`src/ice_pkg.sv`:
```
// Constants and types for the inline tone extension parser
package ice_pkg;
    localparam logic [11:0] OFF_OP_MODE     = 12'h900;
    localparam logic [11:0] OFF_INLINE_CONF = 12'h904;
    localparam logic [11:0] OFF_SWITCH      = 12'h910;
    localparam logic [11:0] OFF_STATUS      = 12'h914;

    localparam logic [31:0] CONF_RST   = 32'h00002800;
    localparam logic [31:0] CONF_WMASK = 32'hFFFFFCC7;
    localparam logic [1:0]  OP_RST     = 2'h0;
    localparam logic [2:0]  SWITCH_RST = 3'h2;

    localparam int POS_PARSE_EN = 0;
    localparam int POS_INFO_S1  = 1;
    localparam int POS_CRC_FAIL = 2;
    localparam int POS_MAXDUR   = 6;
    localparam int POS_SHORT    = 10;
    localparam int POS_LONG     = 13;
    localparam int POS_PAT      = 16;
    localparam int POS_MASK     = 24;
    localparam int POS_SWITCH   = 8;
    localparam int POS_TYPE     = 6;

    localparam logic [5:0] LIM_DEFAULT = 6'h14;
    localparam logic [5:0] LIM_MID     = 6'h1F;
    localparam logic [5:0] LIM_MAX     = 6'h3F;
    localparam logic [5:0] MIN_LEGAL   = 6'h02;

    localparam logic [1:0] TYPE_DEP_1US = 2'h1;
    localparam logic [1:0] TYPE_DEP_2US = 2'h2;
    localparam logic [2:0] SW_4US       = 3'h1;
    localparam logic [2:0] SW_2US       = 3'h2;

    typedef enum logic [1:0] {
        OP_DISABLED = 2'h0,
        OP_DEPART   = 2'h2,
        OP_ARRIVE   = 2'h3
    } ice_op_t;

    typedef enum logic {
        ST_IDLE,
        ST_WAIT_CRC
    } ice_state_t;
endpackage

```
`src/ice_parse_if.sv`:
```
// Signals shared between the parser top and its match and clamp helpers
`timescale 1ns/100ps
`default_nettype none
interface ice_parse_if;
    logic [7:0] hdrField;
    logic [7:0] pattern;
    logic [7:0] mask;
    logic       hit;
    logic [5:0] rawTime;
    logic [1:0] limitSel;
    logic [5:0] clampedTime;
    logic       suspect;

    modport top     (output hdrField, pattern, mask, rawTime, limitSel,
                     input hit, clampedTime, suspect);
    modport matcher (input hdrField, pattern, mask, output hit);
    modport clamper (input rawTime, limitSel, output clampedTime, suspect);
endinterface
`default_nettype wire

```
`src/ice_hdr_match.sv`:
```
// Masked compare of the first header field against a pattern
`timescale 1ns/100ps
`default_nettype none
module ice_hdr_match
    import ice_pkg::*;
(
    ice_parse_if.matcher p   // Header, pattern, mask in; hit out
);
    // Bit 0 is the first bit on air on all three vectors
    assign p.hit = ((p.hdrField ^ p.pattern) & p.mask) == 8'h00;
endmodule
`default_nettype wire

```
`src/ice_dur_clamp.sv`:
```
// Limits the parsed tone duration and flags implausible values
`timescale 1ns/100ps
`default_nettype none
module ice_dur_clamp
    import ice_pkg::*;
(
    ice_parse_if.clamper p   // Raw duration and limit code in; result out
);
    logic [5:0] limit;

    always_comb begin
        case (p.limitSel)
            2'h1:    limit = LIM_MID;
            2'h2:    limit = LIM_MAX;
            default: limit = LIM_DEFAULT;
        endcase
    end

    assign p.clampedTime = (p.rawTime > limit) ? limit : p.rawTime;
    // Outside the legal span, whatever limit is chosen
    assign p.suspect = (p.rawTime > LIM_DEFAULT) || (p.rawTime < MIN_LEGAL);
endmodule
`default_nettype wire

```
`src/ice_inline_cfg.sv`:
```
// Inline tone extension configuration, header parsing and spacing choice
// Function
// - Location bit 1 reads info from second header byte; 0 does not.
// - Error bit 1 samples after CRC failure; 0 skips sampling then.
// - Duration limit code 0 gives 20, 1 gives 31, 2 gives 63.
// - With limit 20, durations above 20 are replaced by 20.
// - Legal durations are 2 to 20; others flag a suspect packet.
// - Spacing codes 1 to 6 mean 4, 2, 1, 0.5, 0.25, 0.125 us.
// - Short field used for departure 1 us type, or arrival 2 us switching.
// - Long field used for departure 2 us type, or arrival 4 us switching.
// - First header field compared with pattern, bit 0 first on air.
// - Mask bits choose which header bits join the compare.
// - Op mode 0 off, 2 departure, 3 arrival; picks the spacing condition.
`timescale 1ns/100ps
`default_nettype none
module ice_inline_cfg
    import ice_pkg::*;
(
    input  wire logic        clk,              // 200 MHz clock
    input  wire logic        rstn,             // Synchronous reset, low
    input  wire logic [11:0] regAddr,          // Register byte address
    input  wire logic [31:0] regWdata,         // Write data
    input  wire logic        regWrite,         // Write strobe
    input  wire logic        regRead,          // Read strobe
    output logic      [31:0] regRdata,         // Read data, next cycle
    input  wire logic        hdrStrobe,        // Header bytes valid
    input  wire logic [7:0]  firstHeaderField, // First header field
    input  wire logic [7:0]  secondHeaderByte, // Second header byte
    input  wire logic        advInfoValid,     // Extended header info present
    input  wire logic [7:0]  advInfo,          // Info from extended header
    input  wire logic        crcStrobe,        // CRC result valid
    input  wire logic        crcOk,            // CRC passed
    output logic             infoValid,        // Parsed info held
    output logic      [5:0]  cteTime,          // Clamped duration, 8 us units
    output logic      [1:0]  cteType,          // Received extension type
    output logic             durationSuspect,  // Raw duration outside 2..20
    output logic             headerMatch,      // Masked pattern matched
    output logic      [2:0]  switchSpacing,    // Switching period spacing code
    output logic             sampleEnable      // Go sample and switch, pulse
);
    logic [31:0] conf_q;
    logic [1:0]  opMode_q;
    logic [2:0]  switchIval_q;
    logic [31:0] regRdata_q;
    ice_state_t  state_q;
    logic        infoValid_q;
    logic [5:0]  cteTime_q;
    logic [1:0]  cteType_q;
    logic        durationSuspect_q;
    logic        headerMatch_q;
    logic [2:0]  switchSpacing_q;
    logic        sampleEnable_q;

    logic        parseEn;
    logic        infoInS1;
    logic        crcFailSample;
    logic [1:0]  maxDurSel;
    logic [2:0]  shortSpacing;
    logic [2:0]  longSpacing;
    logic        dfActive;
    logic [7:0]  infoByte;
    logic        infoSrcValid;
    logic        accept;

    ice_parse_if pif ();

    assign parseEn       = conf_q[POS_PARSE_EN];
    assign infoInS1      = conf_q[POS_INFO_S1];
    assign crcFailSample = conf_q[POS_CRC_FAIL];
    assign maxDurSel     = conf_q[POS_MAXDUR +: 2];
    assign shortSpacing  = conf_q[POS_SHORT +: 3];
    assign longSpacing   = conf_q[POS_LONG +: 3];
    assign dfActive      = (opMode_q == OP_DEPART) || (opMode_q == OP_ARRIVE);

    // Second header byte when the location bit is set, else extended header info
    assign infoByte     = infoInS1 ? secondHeaderByte : advInfo;
    assign infoSrcValid = infoInS1 | advInfoValid;
    assign accept       = hdrStrobe & parseEn & dfActive & infoSrcValid;

    assign pif.hdrField = firstHeaderField;
    assign pif.pattern  = conf_q[POS_PAT +: 8];
    assign pif.mask     = conf_q[POS_MASK +: 8];
    assign pif.rawTime  = {1'b0, infoByte[4:0]};
    assign pif.limitSel = maxDurSel;

    ice_hdr_match u_match (
        .p (pif.matcher)
    );

    ice_dur_clamp u_clamp (
        .p (pif.clamper)
    );

    // Codes pass untouched; the sampler interprets 1..6 as 4 us down to 125 ns
    function automatic logic [2:0] pickSpacing(
        input logic [1:0] op,
        input logic [1:0] typ,
        input logic [2:0] sw,
        input logic [2:0] shortSp,
        input logic [2:0] longSp
    );
        logic [2:0] sel;
        sel = 3'h0;
        if (op == OP_DEPART) begin
            if (typ == TYPE_DEP_1US) begin
                sel = shortSp;
            end else if (typ == TYPE_DEP_2US) begin
                sel = longSp;
            end
        end else if (op == OP_ARRIVE) begin
            if (sw == SW_2US) begin
                sel = shortSp;
            end else if (sw == SW_4US) begin
                sel = longSp;
            end
        end
        return sel;
    endfunction

    // Register writes
    always_ff @(posedge clk) begin
        if (!rstn) begin
            conf_q       <= CONF_RST;
            opMode_q     <= OP_RST;
            switchIval_q <= SWITCH_RST;
        end else if (regWrite) begin
            case (regAddr)
                OFF_INLINE_CONF: conf_q <= regWdata & CONF_WMASK;
                OFF_OP_MODE:     opMode_q <= regWdata[1:0];
                OFF_SWITCH:      switchIval_q <= regWdata[POS_SWITCH +: 3];
                default:         conf_q <= conf_q;
            endcase
        end
    end

    // Register reads; unmapped addresses return zero
    always_ff @(posedge clk) begin
        if (!rstn) begin
            regRdata_q <= 32'h00000000;
        end else if (regRead) begin
            case (regAddr)
                OFF_INLINE_CONF: regRdata_q <= conf_q;
                OFF_OP_MODE:     regRdata_q <= {30'h00000000, opMode_q};
                OFF_SWITCH:      regRdata_q <= {21'h000000, switchIval_q, 8'h00};
                OFF_STATUS:      regRdata_q <= {17'h00000, state_q == ST_WAIT_CRC,
                                                switchSpacing_q, headerMatch_q,
                                                durationSuspect_q, infoValid_q,
                                                cteType_q, cteTime_q};
                default:         regRdata_q <= 32'h00000000;
            endcase
        end else begin
            regRdata_q <= 32'h00000000;
        end
    end

    // Packet sequencing: header, then CRC verdict
    always_ff @(posedge clk) begin
        if (!rstn) begin
            state_q <= ST_IDLE;
        end else begin
            case (state_q)
                ST_IDLE: begin
                    if (accept) begin
                        state_q <= ST_WAIT_CRC;
                    end
                end
                ST_WAIT_CRC: begin
                    // A new header restarts; a lost CRC cannot lock us up
                    if (accept) begin
                        state_q <= ST_WAIT_CRC;
                    end else if (hdrStrobe || crcStrobe) begin
                        state_q <= ST_IDLE;
                    end
                end
                default: state_q <= ST_IDLE;
            endcase
        end
    end

    // Parsed info capture
    always_ff @(posedge clk) begin
        if (!rstn) begin
            infoValid_q       <= 1'b0;
            cteTime_q         <= 6'h00;
            cteType_q         <= 2'h0;
            durationSuspect_q <= 1'b0;
            switchSpacing_q   <= 3'h0;
        end else if (accept) begin
            infoValid_q       <= 1'b1;
            cteTime_q         <= pif.clampedTime;
            cteType_q         <= infoByte[POS_TYPE +: 2];
            durationSuspect_q <= pif.suspect;
            switchSpacing_q   <= pickSpacing(opMode_q, infoByte[POS_TYPE +: 2], switchIval_q,
                                             shortSpacing, longSpacing);
        end else if (hdrStrobe) begin
            // Packet info is ignored while parsing, op mode or the info source is off
            infoValid_q <= 1'b0;
        end
    end

    // Header pattern result, refreshed on every header
    always_ff @(posedge clk) begin
        if (!rstn) begin
            headerMatch_q <= 1'b0;
        end else if (hdrStrobe) begin
            headerMatch_q <= pif.hit;
        end
    end

    // Go decision on the CRC verdict
    always_ff @(posedge clk) begin
        if (!rstn) begin
            sampleEnable_q <= 1'b0;
        end else begin
            sampleEnable_q <= (state_q == ST_WAIT_CRC) && crcStrobe && !hdrStrobe
                              && (crcOk || crcFailSample);
        end
    end

    assign regRdata        = regRdata_q;
    assign infoValid       = infoValid_q;
    assign cteTime         = cteTime_q;
    assign cteType         = cteType_q;
    assign durationSuspect = durationSuspect_q;
    assign headerMatch     = headerMatch_q;
    assign switchSpacing   = switchSpacing_q;
    assign sampleEnable    = sampleEnable_q;
endmodule
`default_nettype wire

```
`config.mk`:
```
export PLATFORM = sky130hd
export DESIGN_NAME = ice_inline_cfg
export DESIGN_NICKNAME = d
export VERILOG_FILES = /design/src/ice_pkg.sv /design/src/ice_parse_if.sv /design/src/ice_hdr_match.sv /design/src/ice_dur_clamp.sv /design/src/ice_inline_cfg.sv
export SDC_FILE = /design/constraint.sdc
export NUM_CORES = 1
export LEC_CHECK = 0
export ABC_AREA = 1
export BUFFER_PORTS_ARGS = -buffer_cell sky130_fd_sc_hd__buf_2
export CAP_MARGIN = 20
export CORE_MARGIN = 10
export CORE_UTILIZATION = 53
export DETAILED_ROUTE_END_ITERATION = 8
export HOLD_SLACK_MARGIN = 0.1
export PLACE_DENSITY = 0.84
export SLEW_MARGIN = 40
export SYNTH_ARGS = -nofsm -noshare
export SYNTH_HDL_FRONTEND = slang
export SYNTH_SLANG_ARGS = --single-unit
```
`constraint.sdc`:
```
create_clock -name clk -period 3.6 [get_ports clk]
set_input_delay 0.36 -clock clk [delete_from_list [all_inputs] [get_ports clk]]
set_output_delay 0.36 -clock clk [all_outputs]
set_load 0.01 [all_outputs]
```
==> impl_metrics.toml, run 1 <==
[global_route]
gr-usage-met1_pct = 21.8
global_route.peak_usage_layer = "met2"
gr_layer_usage_met3_pct = 4.83
largest_net_degree_at_the_start_of_global_routing = 30
grt_use_met2_pct = 31.2
globalRouteTotalUtil_pct = 18.6
number_of_global_route_vias_before_repair = 3317
number_of_antenna_violations_at_the_first_check_in_global_routing = 0
global_route_wire_length_before_repair_um = 15500
grt_remaining_overflow = 0

[flow_run]
drv_cap = 0

[setup_path]
crit_chain = "nand2_1, o21ai_0, inv_1, ha_1, nand3_1, nor2_1, nand3_1, nand3_1, nand2_1, nor2_1, nor2_1"
critical_path_start_end_classification = "flop to flop"
cp.arrival_ns = 2.55
regToRegEndpoint = "cteTime[3]$_SDFFE_PN0P_"
slowest_delay_ns = 0.64
worstPathMaxFanout = 15
worst_r2r_path_depth = 11
type_of_element_launching_the_critical_path = "flop"
slowest_stage = "dfxtp_1"
r2r_start = "conf_q[1]$_SDFFE_PN0P_"
critPathCaptureType = "flop"
r2r_slack_ns = 1.30
worst-endpoint-required_ns = 3.85

[timing]
max_slew.worst_pin.slew_ns = 0.708
slew_viol_final = 0
final_period_minus_worst_setup_slack_ns = 2.30
final.setup.worst_slack_ns = 1.30
rsz0062_at_grt = "no"
max-slew-margin-rel_pct = 52.8
report.final.hold_viol_count = 0
clock_skew_ns = 0.00897
setup_total_negative_slack_ns = 0
clock.fmax_mhz = 434
final.period_utilization_pct = 63.9
setup_viol_count_final = 0
finalHoldWorstSlack_ns = 0.230

[final_layout]
antenna-diode-count = 0
synth_to_final_area_change_pct = 22.5
final_design_area_no_fill_um2 = 4280
post_route_cells_drive_above_1_share_pct = 30.2
finalNonFillerCells = 659
net_count_reported_at_finish = 655
final_core_utilization_pct = 67.0

[clocking]
cts_setup_buffers = 0
clock_path_buffers = 2
cts_resized = 0
cts.sinks = 80
ctsHtreeMaxLevel = 3
numCtsBuffers = 9
cts_tree = "yes"
holdBufCountCts = 0
clk_pin_slew_ns = 0.08
clk-insertion-delay-late_ns = 0.35
cts-root-buf = "clkbuf_8"

[route]
detail_route.vias_per_cell = 5.21
route.vias.total = 3436
route.detailed.wl_per_inst_um = 14.8
post-route-drc-count = 0
route.antenna.remaining_nets = 0
drt-total-wl_um = 9740
drt_pass1_iterations = 4
dr.first_iter.drc_count = 196

[power_and_ir_drop]
design_power_total_mw = 1.65
vdd_drop_max_v = 0.000439
power.static_leakage_nw = 1.91
power.density_nw_per_um2 = 384

[die]
die_area_um2 = 10200
floorplan.core_area_um2 = 6390
io_pins = 123
die_width_um = 101
initial_utilization_pct = 54.7
die_h_um = 101
fp-row-count = 29

[logic_synthesis]
synth_sequential_area_ratio_pct = 45.8
area_share_of_the_leading_cell_type_in_the_synthesized_netlist_pct = 45.8
synth.net_count = 542
synth.area.top_cells = "dfxtp_1 46%, nand2_1 14%, a21oi_1 6.6%"
postSynthAreaPerCell_um2 = 7.53
post_synth_num_cell_types = 37
synthesis.yosys.warnings = 0
post_synth_inst_count = 464
yosys.area.top_type = "dfxtp_1"
syn-cell-area_um2 = 3500
synth.ff_latch_count = 80

[hold_path]
hold_worst_path_end = "conf_q[11]$_SDFFE_PN1P_"
min-delay-start = "regWdata[11]"
worstHoldPathCells = 3
min-delay-path-class = "input port to flop"

[placement]
dp.cells = 643
port_buffers = 117
place_hpwl_um = 7460
gpl.final_weighted_congestion = 0.919
dp_worst_setup_slack_ns = 1.35
post_dp_cell_area_um2 = 4080

[run_status]
run_status = "finished clean"
layout by cell type, fill, tap and decap left out, types with 2 or more instances in the layout:
| cell type | n |
|---|---|
| nor4_1 | 2 |
| o22ai_1 | 6 |
| a21oi_1 | 46 |
| buf_4 | 2 |
| inv_2 | 4 |
| inv_1 | 50 |
| and2_1 | 2 |
| nand3_1 | 25 |
| nor2_1 | 23 |
| clkbuf_8 | 10 |
| ha_1 | 2 |
| nor3b_2 | 2 |
| clkinvlp_4 | 2 |
| nor2_4 | 2 |
| nand2_2 | 11 |
| nor3b_1 | 3 |
| a31oi_1 | 4 |
| a21oi_2 | 10 |
| nor3_1 | 5 |
| a211oi_1 | 2 |
| nand2_1 | 129 |
| buf_2 | 117 |
| o21ai_0 | 18 |
| nor3_2 | 9 |
| dfxtp_1 | 80 |
| o211ai_1 | 2 |
state kept, by name, indices dropped and copies added, names as in the netlist:
register / count
conf_q: 27
state_q: 1
switchSpacing: 3
infoValid: 1
durationSuspect: 1
opMode_q: 2
cteTime: 6
switchIval_q: 3
cteType: 2
regRdata: 32
headerMatch: 1
sampleEnable: 1
cell usage after synthesis (all sizes together):
library cell,n
o21ai,19
a31oi,4
nor3b,5
dfxtp,80
buf,9
clkbuf,8
o211ai,2
o21bai,1
and2,2
a211oi,2
nand4,1
ha,2
nor2,26
nor3,14
nand3,26
o22ai,6
or2,2
inv,54
nor4,2
nand3b,1
clkinv,1
a21oi,56
nand2,140
xnor2,1
critical path: cells and delay by family (launching register included):
kind	cells	cell delay, ns
buffers and inverters	1	0.12
AO/OA/AOI/OAI	1	0.20
adder cells (fa/ha/maj)	1	0.30
AND/OR/NAND/NOR	8	0.94
flip-flops	1	0.64
per-layer routing:
layer / up-vias / routed length (um)
met5: - / 0
met4: 0 / 227
met3: 18 / 702
met2: 128 / 4670
met1: 1573 / 4140
li1: 1717 / -
power breakdown:
group	switching [mW]	leakage (nW)	internal, mW
combinational	0.0517	1.17	0.0387
sequential	0.000744	0.644	0.885
clock	0.329	0.0989	0.341
total	0.381	1.91	1.26
how the worst max path moves through the flow:
stage	startpoint	endpoint	slack, ns	cells past startpoint
after detailed placement	conf_q[1]$_SDFFE_PN0P_	cteTime[3]$_SDFFE_PN0P_	1.35	11
after global placement	conf_q[1]$_SDFFE_PN0P_	cteTime[3]$_SDFFE_PN0P_	1.48	11
after CTS	conf_q[1]$_SDFFE_PN0P_	cteTime[3]$_SDFFE_PN0P_	1.33	11
after global routing	conf_q[1]$_SDFFE_PN0P_	cteTime[3]$_SDFFE_PN0P_	1.10	11
final	conf_q[1]$_SDFFE_PN0P_	cteTime[3]$_SDFFE_PN0P_	1.30	11
after floorplan	conf_q[1]$_SDFFE_PN0P_	cteTime[0]$_SDFFE_PN0P_	1.76	11
layout make-up:
cell class / instances / area (um2)
multi-input combinational: 312 / 1570
fill: 554 / 2100
inverter: 55 / 206
timing repair buffer: 119 / 601
tap: 77 / 96.3
clock buffer: 10 / 138
sequential: 80 / 1600
clock inverter: 6 / 67.6
kinds of logic after synthesis:
group,Yosys count,share of synthesized area (%)
and+or+nand+nor,219,29.3
AOI/OAI and AO/OA,90,14.7
DFF,80,45.8
buffers and inverters,72,9.23
adders and majority gates,2,0.716
xor gates and xnor gates,1,0.251
Power figures use the tool's default switching activity.
==> run 2, diff against run 1 <==
Settings changed: CORE_UTILIZATION 53 to 50, PLACE_DENSITY 0.84 to 0.8.
Clock period 3.6 ns to 2.35 ns, I/O delays scaled along.
==> run 2 against run 1 <==
Effect of this change: via count up 0.47%; design area grew 0.99%; global-route usage fell by 0.94 points; register-to-register slack got worse by 0.96 ns; utilization shrank 3.4 points; die area increased by 4.8%; maximum frequency rose by 15%; critical path depth fell by 1; flip-flop and latch count stayed put; sequential share of layout area down 0.37 points; wire length is 2.8% higher; non-clock buffer count up 4; critical path type unchanged; largest power group unchanged.
==> impl_metrics.toml, run 2 (synthesized netlist as in run 1, its figures left out) <==
[final_layout]
number_of_flip_flops_under_the_largest_register_name = 32
layout_commonest_cell = "nand2_1"
seqCellArea_um2 = 1600
synth_to_final_area_change_pct = 23.7
antenna-diode-count = 0
post_route_cells_drive_above_1_share_pct = 30.5
final_design_area_no_fill_um2 = 4320
final_core_utilization_pct = 63.6
layout.filler_cells = 627
multi_input_area_um2 = 1570
net_count_reported_at_finish = 659
layout_common_cells = "129 x nand2_1, 117 x buf_2, 80 x dfxtp_1"

[power_and_ir_drop]
vdd_drop_max_v = 0.000360
power.density_nw_per_um2 = 579
power.static_leakage_nw = 1.93

[global_route]
number_of_antenna_violations_at_the_first_check_in_global_routing = 0
grt_remaining_overflow = 0
global_route_wire_length_before_repair_um = 16000
largest_net_degree_at_the_start_of_global_routing = 30
number_of_global_route_vias_before_repair = 3385
globalRouteTotalUtil_pct = 17.7

[setup_path]
worst-endpoint-required_ns = 2.58
critPathCaptureType = "flop"
worstPathMaxFanout = 7
r2r_start = "conf_q[1]$_SDFFE_PN0P_"
worst_r2r_path_depth = 10
critical_path_start_end_classification = "flop to flop"
r2r_slack_ns = 0.34
type_of_element_launching_the_critical_path = "flop"
cp.arrival_ns = 2.24
regToRegEndpoint = "cteTime[3]$_SDFFE_PN0P_"

[clocking]
numCtsBuffers = 9
cts_resized = 0
clk_pin_slew_ns = 0.08
cts_tree = "yes"
holdBufCountCts = 0
cts-root-buf = "clkbuf_8"
clk-insertion-delay-late_ns = 0.34
clock_path_buffers = 2
cts.sinks = 80
ctsHtreeMaxLevel = 3
cts_setup_buffers = 0

[placement]
port_buffers = 117
place_hpwl_um = 7680
dp_worst_setup_slack_ns = 0.390
post_dp_cell_area_um2 = 4130
gpl.final_weighted_congestion = 0.929

[die]
die_area_um2 = 10700
initial_utilization_pct = 51.5
die_h_um = 104
io_pins = 123
floorplan.core_area_um2 = 6790
die_width_um = 104
fp-row-count = 30

[route]
route.detailed.wl_per_inst_um = 14.7
drt-total-wl_um = 10000
post-route-drc-count = 0
route.antenna.remaining_nets = 0
detail_route.vias_per_cell = 5.06
drt_pass1_iterations = 5
route.vias.total = 3452
dr.first_iter.drc_count = 185

[timing]
final.period_utilization_pct = 85.4
setup_total_negative_slack_ns = 0
final.setup.worst_slack_ns = 0.343
clock_skew_ns = 0.00899
clock.fmax_mhz = 498
setup_viol_count_final = 0
report.final.hold_viol_count = 0
slew_viol_final = 0
max-slew-margin-rel_pct = 58.6
finalHoldWorstSlack_ns = 0.117
max_slew.worst_pin.slew_ns = 0.620
final_period_minus_worst_setup_slack_ns = 2.01
rsz0062_at_grt = "no"

[run_status]
run_status = "finished clean"

[hold_path]
hold_worst_path_end = "switchIval_q[1]$_SDFFE_PN1P_"
min-delay-start = "regWdata[9]"
worstHoldPathCells = 3
min-delay-path-class = "input port to flop"

[flow_run]
drv_cap = 0
-- run 2: routing by layer --
metal  GRT usage, %  vias up  part of all wire [%]
li1               -     1725                     -
met1           20.1     1563                    41
met2           31.3      150                    50
met3           4.52       14                   8.0
met4           5.65        0                   1.2
met5              0        -                     0
-- run 2: worst max path at each step --
stage                                         end  slack, ns  cells after the start                    from
after detailed placement  cteTime[3]$_SDFFE_PN0P_       0.39                     10  conf_q[1]$_SDFFE_PN0P_
final                     cteTime[3]$_SDFFE_PN0P_       0.34                     10  conf_q[1]$_SDFFE_PN0P_
after CTS                 cteTime[3]$_SDFFE_PN0P_       0.36                     10  conf_q[1]$_SDFFE_PN0P_
after floorplan           cteTime[0]$_SDFFE_PN0P_       0.51                     11  conf_q[1]$_SDFFE_PN0P_
after global routing      cteTime[3]$_SDFFE_PN0P_       0.18                     10  conf_q[1]$_SDFFE_PN0P_
after global placement    cteTime[3]$_SDFFE_PN0P_       0.45                     10  conf_q[1]$_SDFFE_PN0P_
-- run 2: cell type report --
| type | count | share of cell area [%] |
|---|---|---|
| clock buffers | 10 | 2.95 |
| clock inverters | 6 | 1.53 |
| inverters | 55 | 4.77 |
| multi-input cells | 312 | 36.3 |
| flip-flops and latches | 80 | 37.0 |
| well taps | 96 | 2.78 |
| repair buffers | 123 | 14.6 |
-- run 2: through the flow --
stage                     power [mW]  cells
after global routing            2.58    682
after global placement          1.52    666
after floorplan                 1.44    464
final                           2.50    682
after CTS                       2.51    682
after detailed placement        1.53    666
-- run 2: power by group --
part | switching (mW) | internal, mW
sequential | 0.00107 | 1.36
clock | 0.507 | 0.497
combinational | 0.0808 | 0.0604
total | 0.588 | 1.91
-- run 2: critical path, cell delays in order, from the launching register on --
cell	delay [ns]
dfxtp_1	0.37
o21ai_0	0.32
inv_1	0.13
ha_1	0.29
nand3_1	0.07
nor2_1	0.13
nand3_1	0.18
nand3_1	0.13
nand2_1	0.09
nor2_1	0.15
nor2_1	0.05
==> run 3, diff against run 2 <==
--- a/config.mk
+++ b/config.mk
@@ -8,3 +8,3 @@
 export ABC_AREA = 1
-export BUFFER_PORTS_ARGS = -buffer_cell sky130_fd_sc_hd__buf_2
+export BUFFER_PORTS_ARGS = -buffer_cell sky130_fd_sc_hd__buf_4
 export CAP_MARGIN = 20
--- a/constraint.sdc
+++ b/constraint.sdc
@@ -3,2 +3,2 @@
 set_output_delay 0.235 -clock clk [all_outputs]
-set_load 0.01 [all_outputs]
+set_load 0.005 [all_outputs]
==> run 3 against run 2 <==
Effect of this change: register-to-register slack worse by 0.02 ns; clock power is 11% higher; first-iteration DRC count is 1.1% lower.
==> impl_metrics.toml, run 3 (synthesized netlist as in run 1, its figures left out) <==
[setup_path]
regToRegEndpoint = "cteTime[3]$_SDFFE_PN0P_"
worst-endpoint-required_ns = 2.59
type_of_element_launching_the_critical_path = "flop"
critPathCaptureType = "flop"
r2r_slack_ns = 0.32
cp.arrival_ns = 2.27
worstSetupEndpoint = "cteTime[3]$_SDFFE_PN0P_"
worst_r2r_path_depth = 10
critical_path_start_end_classification = "flop to flop"
r2r_start = "conf_q[1]$_SDFFE_PN0P_"
worstPathMaxFanout = 7
setup.worst_path.start = "conf_q[1]$_SDFFE_PN0P_"

[die]
floorplan.core_area_um2 = 6790
die_width_um = 104
fp-row-count = 30
initial_utilization_pct = 51.5
die_h_um = 104
io_pins = 123
die_area_um2 = 10700

[route]
drt-total-wl_um = 10300
route.detailed.wl_per_inst_um = 15.0
route.vias.total = 3449
route.antenna.remaining_nets = 0
dr.first_iter.drc_count = 183
detail_route.vias_per_cell = 5.04
post-route-drc-count = 0
drt_pass1_iterations = 5

[timing]
final.period_utilization_pct = 86.3
max_slew.worst_pin.slew_ns = 0.513
rsz0062_at_grt = "no"
final_period_minus_worst_setup_slack_ns = 2.03
setup_total_negative_slack_ns = 0
report.final.hold_viol_count = 0
max-slew-margin-rel_pct = 65.8
clock_skew_ns = 0.00790
clock.fmax_mhz = 493
final.setup.worst_slack_ns = 0.323
setup_viol_count_final = 0
slew_viol_final = 0

[final_layout]
layout_common_cells = "129 x nand2_1, 124 x buf_4, 80 x dfxtp_1"
antenna-diode-count = 0
layout_commonest_cell = "nand2_1"
seqCellArea_um2 = 1600
number_of_flip_flops_under_the_largest_register_name = 32
net_count_reported_at_finish = 662
multi_input_area_um2 = 1570
post_route_cells_drive_above_1_share_pct = 30.4
final_design_area_no_fill_um2 = 4670
layout.filler_cells = 587
synth_to_final_area_change_pct = 33.7

[hold_path]
min-delay-path-class = "input port to flop"

[clocking]
cts_tree = "yes"
numCtsBuffers = 9
cts-root-buf = "clkbuf_8"
clock_path_buffers = 2
clk_pin_slew_ns = 0.08
cts.sinks = 80
ctsHtreeMaxLevel = 3
cts_resized = 0
clk-insertion-delay-late_ns = 0.35

[global_route]
number_of_global_route_vias_before_repair = 3467
globalRouteTotalUtil_pct = 18.7
global_route_wire_length_before_repair_um = 16700
grt_remaining_overflow = 0
number_of_antenna_violations_at_the_first_check_in_global_routing = 0
largest_net_degree_at_the_start_of_global_routing = 26

[run_status]
run_status = "finished clean"

[placement]
place_hpwl_um = 7860
port_buffers = 117
gpl.final_weighted_congestion = 0.930
dp_worst_setup_slack_ns = 0.362
post_dp_cell_area_um2 = 4430

[power_and_ir_drop]
power.static_leakage_nw = 2.01
power.density_nw_per_um2 = 566
vdd_drop_max_v = 0.000342

[flow_run]
drv_cap = 0
run 3: metrics by stage:
step,cells,power [mW],hold WS [ns],util (%)
final,685,2.65,0.121,68.8
after global placement,667,1.56,0.451,65.2
after CTS,685,2.67,0.115,68.8
after detailed placement,667,1.56,0.448,65.2
after global routing,685,2.74,0.119,68.8
after floorplan,464,1.44,0.328,-
run 3: worst min-delay path by stage:
stage	slack, ns	to	from	cells after the start
final	0.12	conf_q[13]$_SDFFE_PN1P_	regWdata[13]	3
after global routing	0.12	conf_q[13]$_SDFFE_PN1P_	regWdata[13]	3
after CTS	0.12	conf_q[13]$_SDFFE_PN1P_	regWdata[13]	3
after detailed placement	0.45	switchIval_q[1]$_SDFFE_PN1P_	regWdata[9]	3
after global placement	0.45	switchIval_q[1]$_SDFFE_PN1P_	regWdata[9]	3
after floorplan	0.33	headerMatch$_SDFFE_PN0P_	hdrStrobe	1
run 3: what timing repair did:
item	in CTS	in global routing
hold endpoints to repair	2	0
hold buffers	2	0
setup buffers	0	0
run 3: layout make-up:
type | count | share of cell area, %
sequential | 80 | 34.3
inverter | 55 | 4.42
tap | 96 | 2.57
clock buffer | 12 | 3.11
timing repair buffer | 126 | 20.3
clock inverter | 4 | 1.66
multi-input combinational | 312 | 33.6
run 3: power breakdown:
| part | internal (mW) | switching [mW] | leakage [nW] |
|---|---|---|---|
| Clock | 0.632 | 0.479 | 0.111 |
| Combinational | 0.0956 | 0.0827 | 1.26 |
| Sequential | 1.36 | 0.00151 | 0.644 |
run 3: per-layer routing:
metal | vias to the layer above | GRT usage [%] | wire (um)
met5 | - | 0 | 0
met4 | 0 | 6.65 | 172
met1 | 1552 | 20.9 | 4140
met2 | 150 | 32.9 | 5180
met3 | 14 | 5.27 | 795
li1 | 1733 | - | -
run 3: critical path, cell delays in order, from the launching register on:
cell and delay, ns:
dfxtp_1 0.37, o21ai_0 0.34, inv_1 0.11, ha_1 0.30
nand3_1 0.07, nor2_1 0.12, nand3_1 0.18, nand3_1 0.13
nand2_1 0.09, nor2_1 0.15, nor2_1 0.05
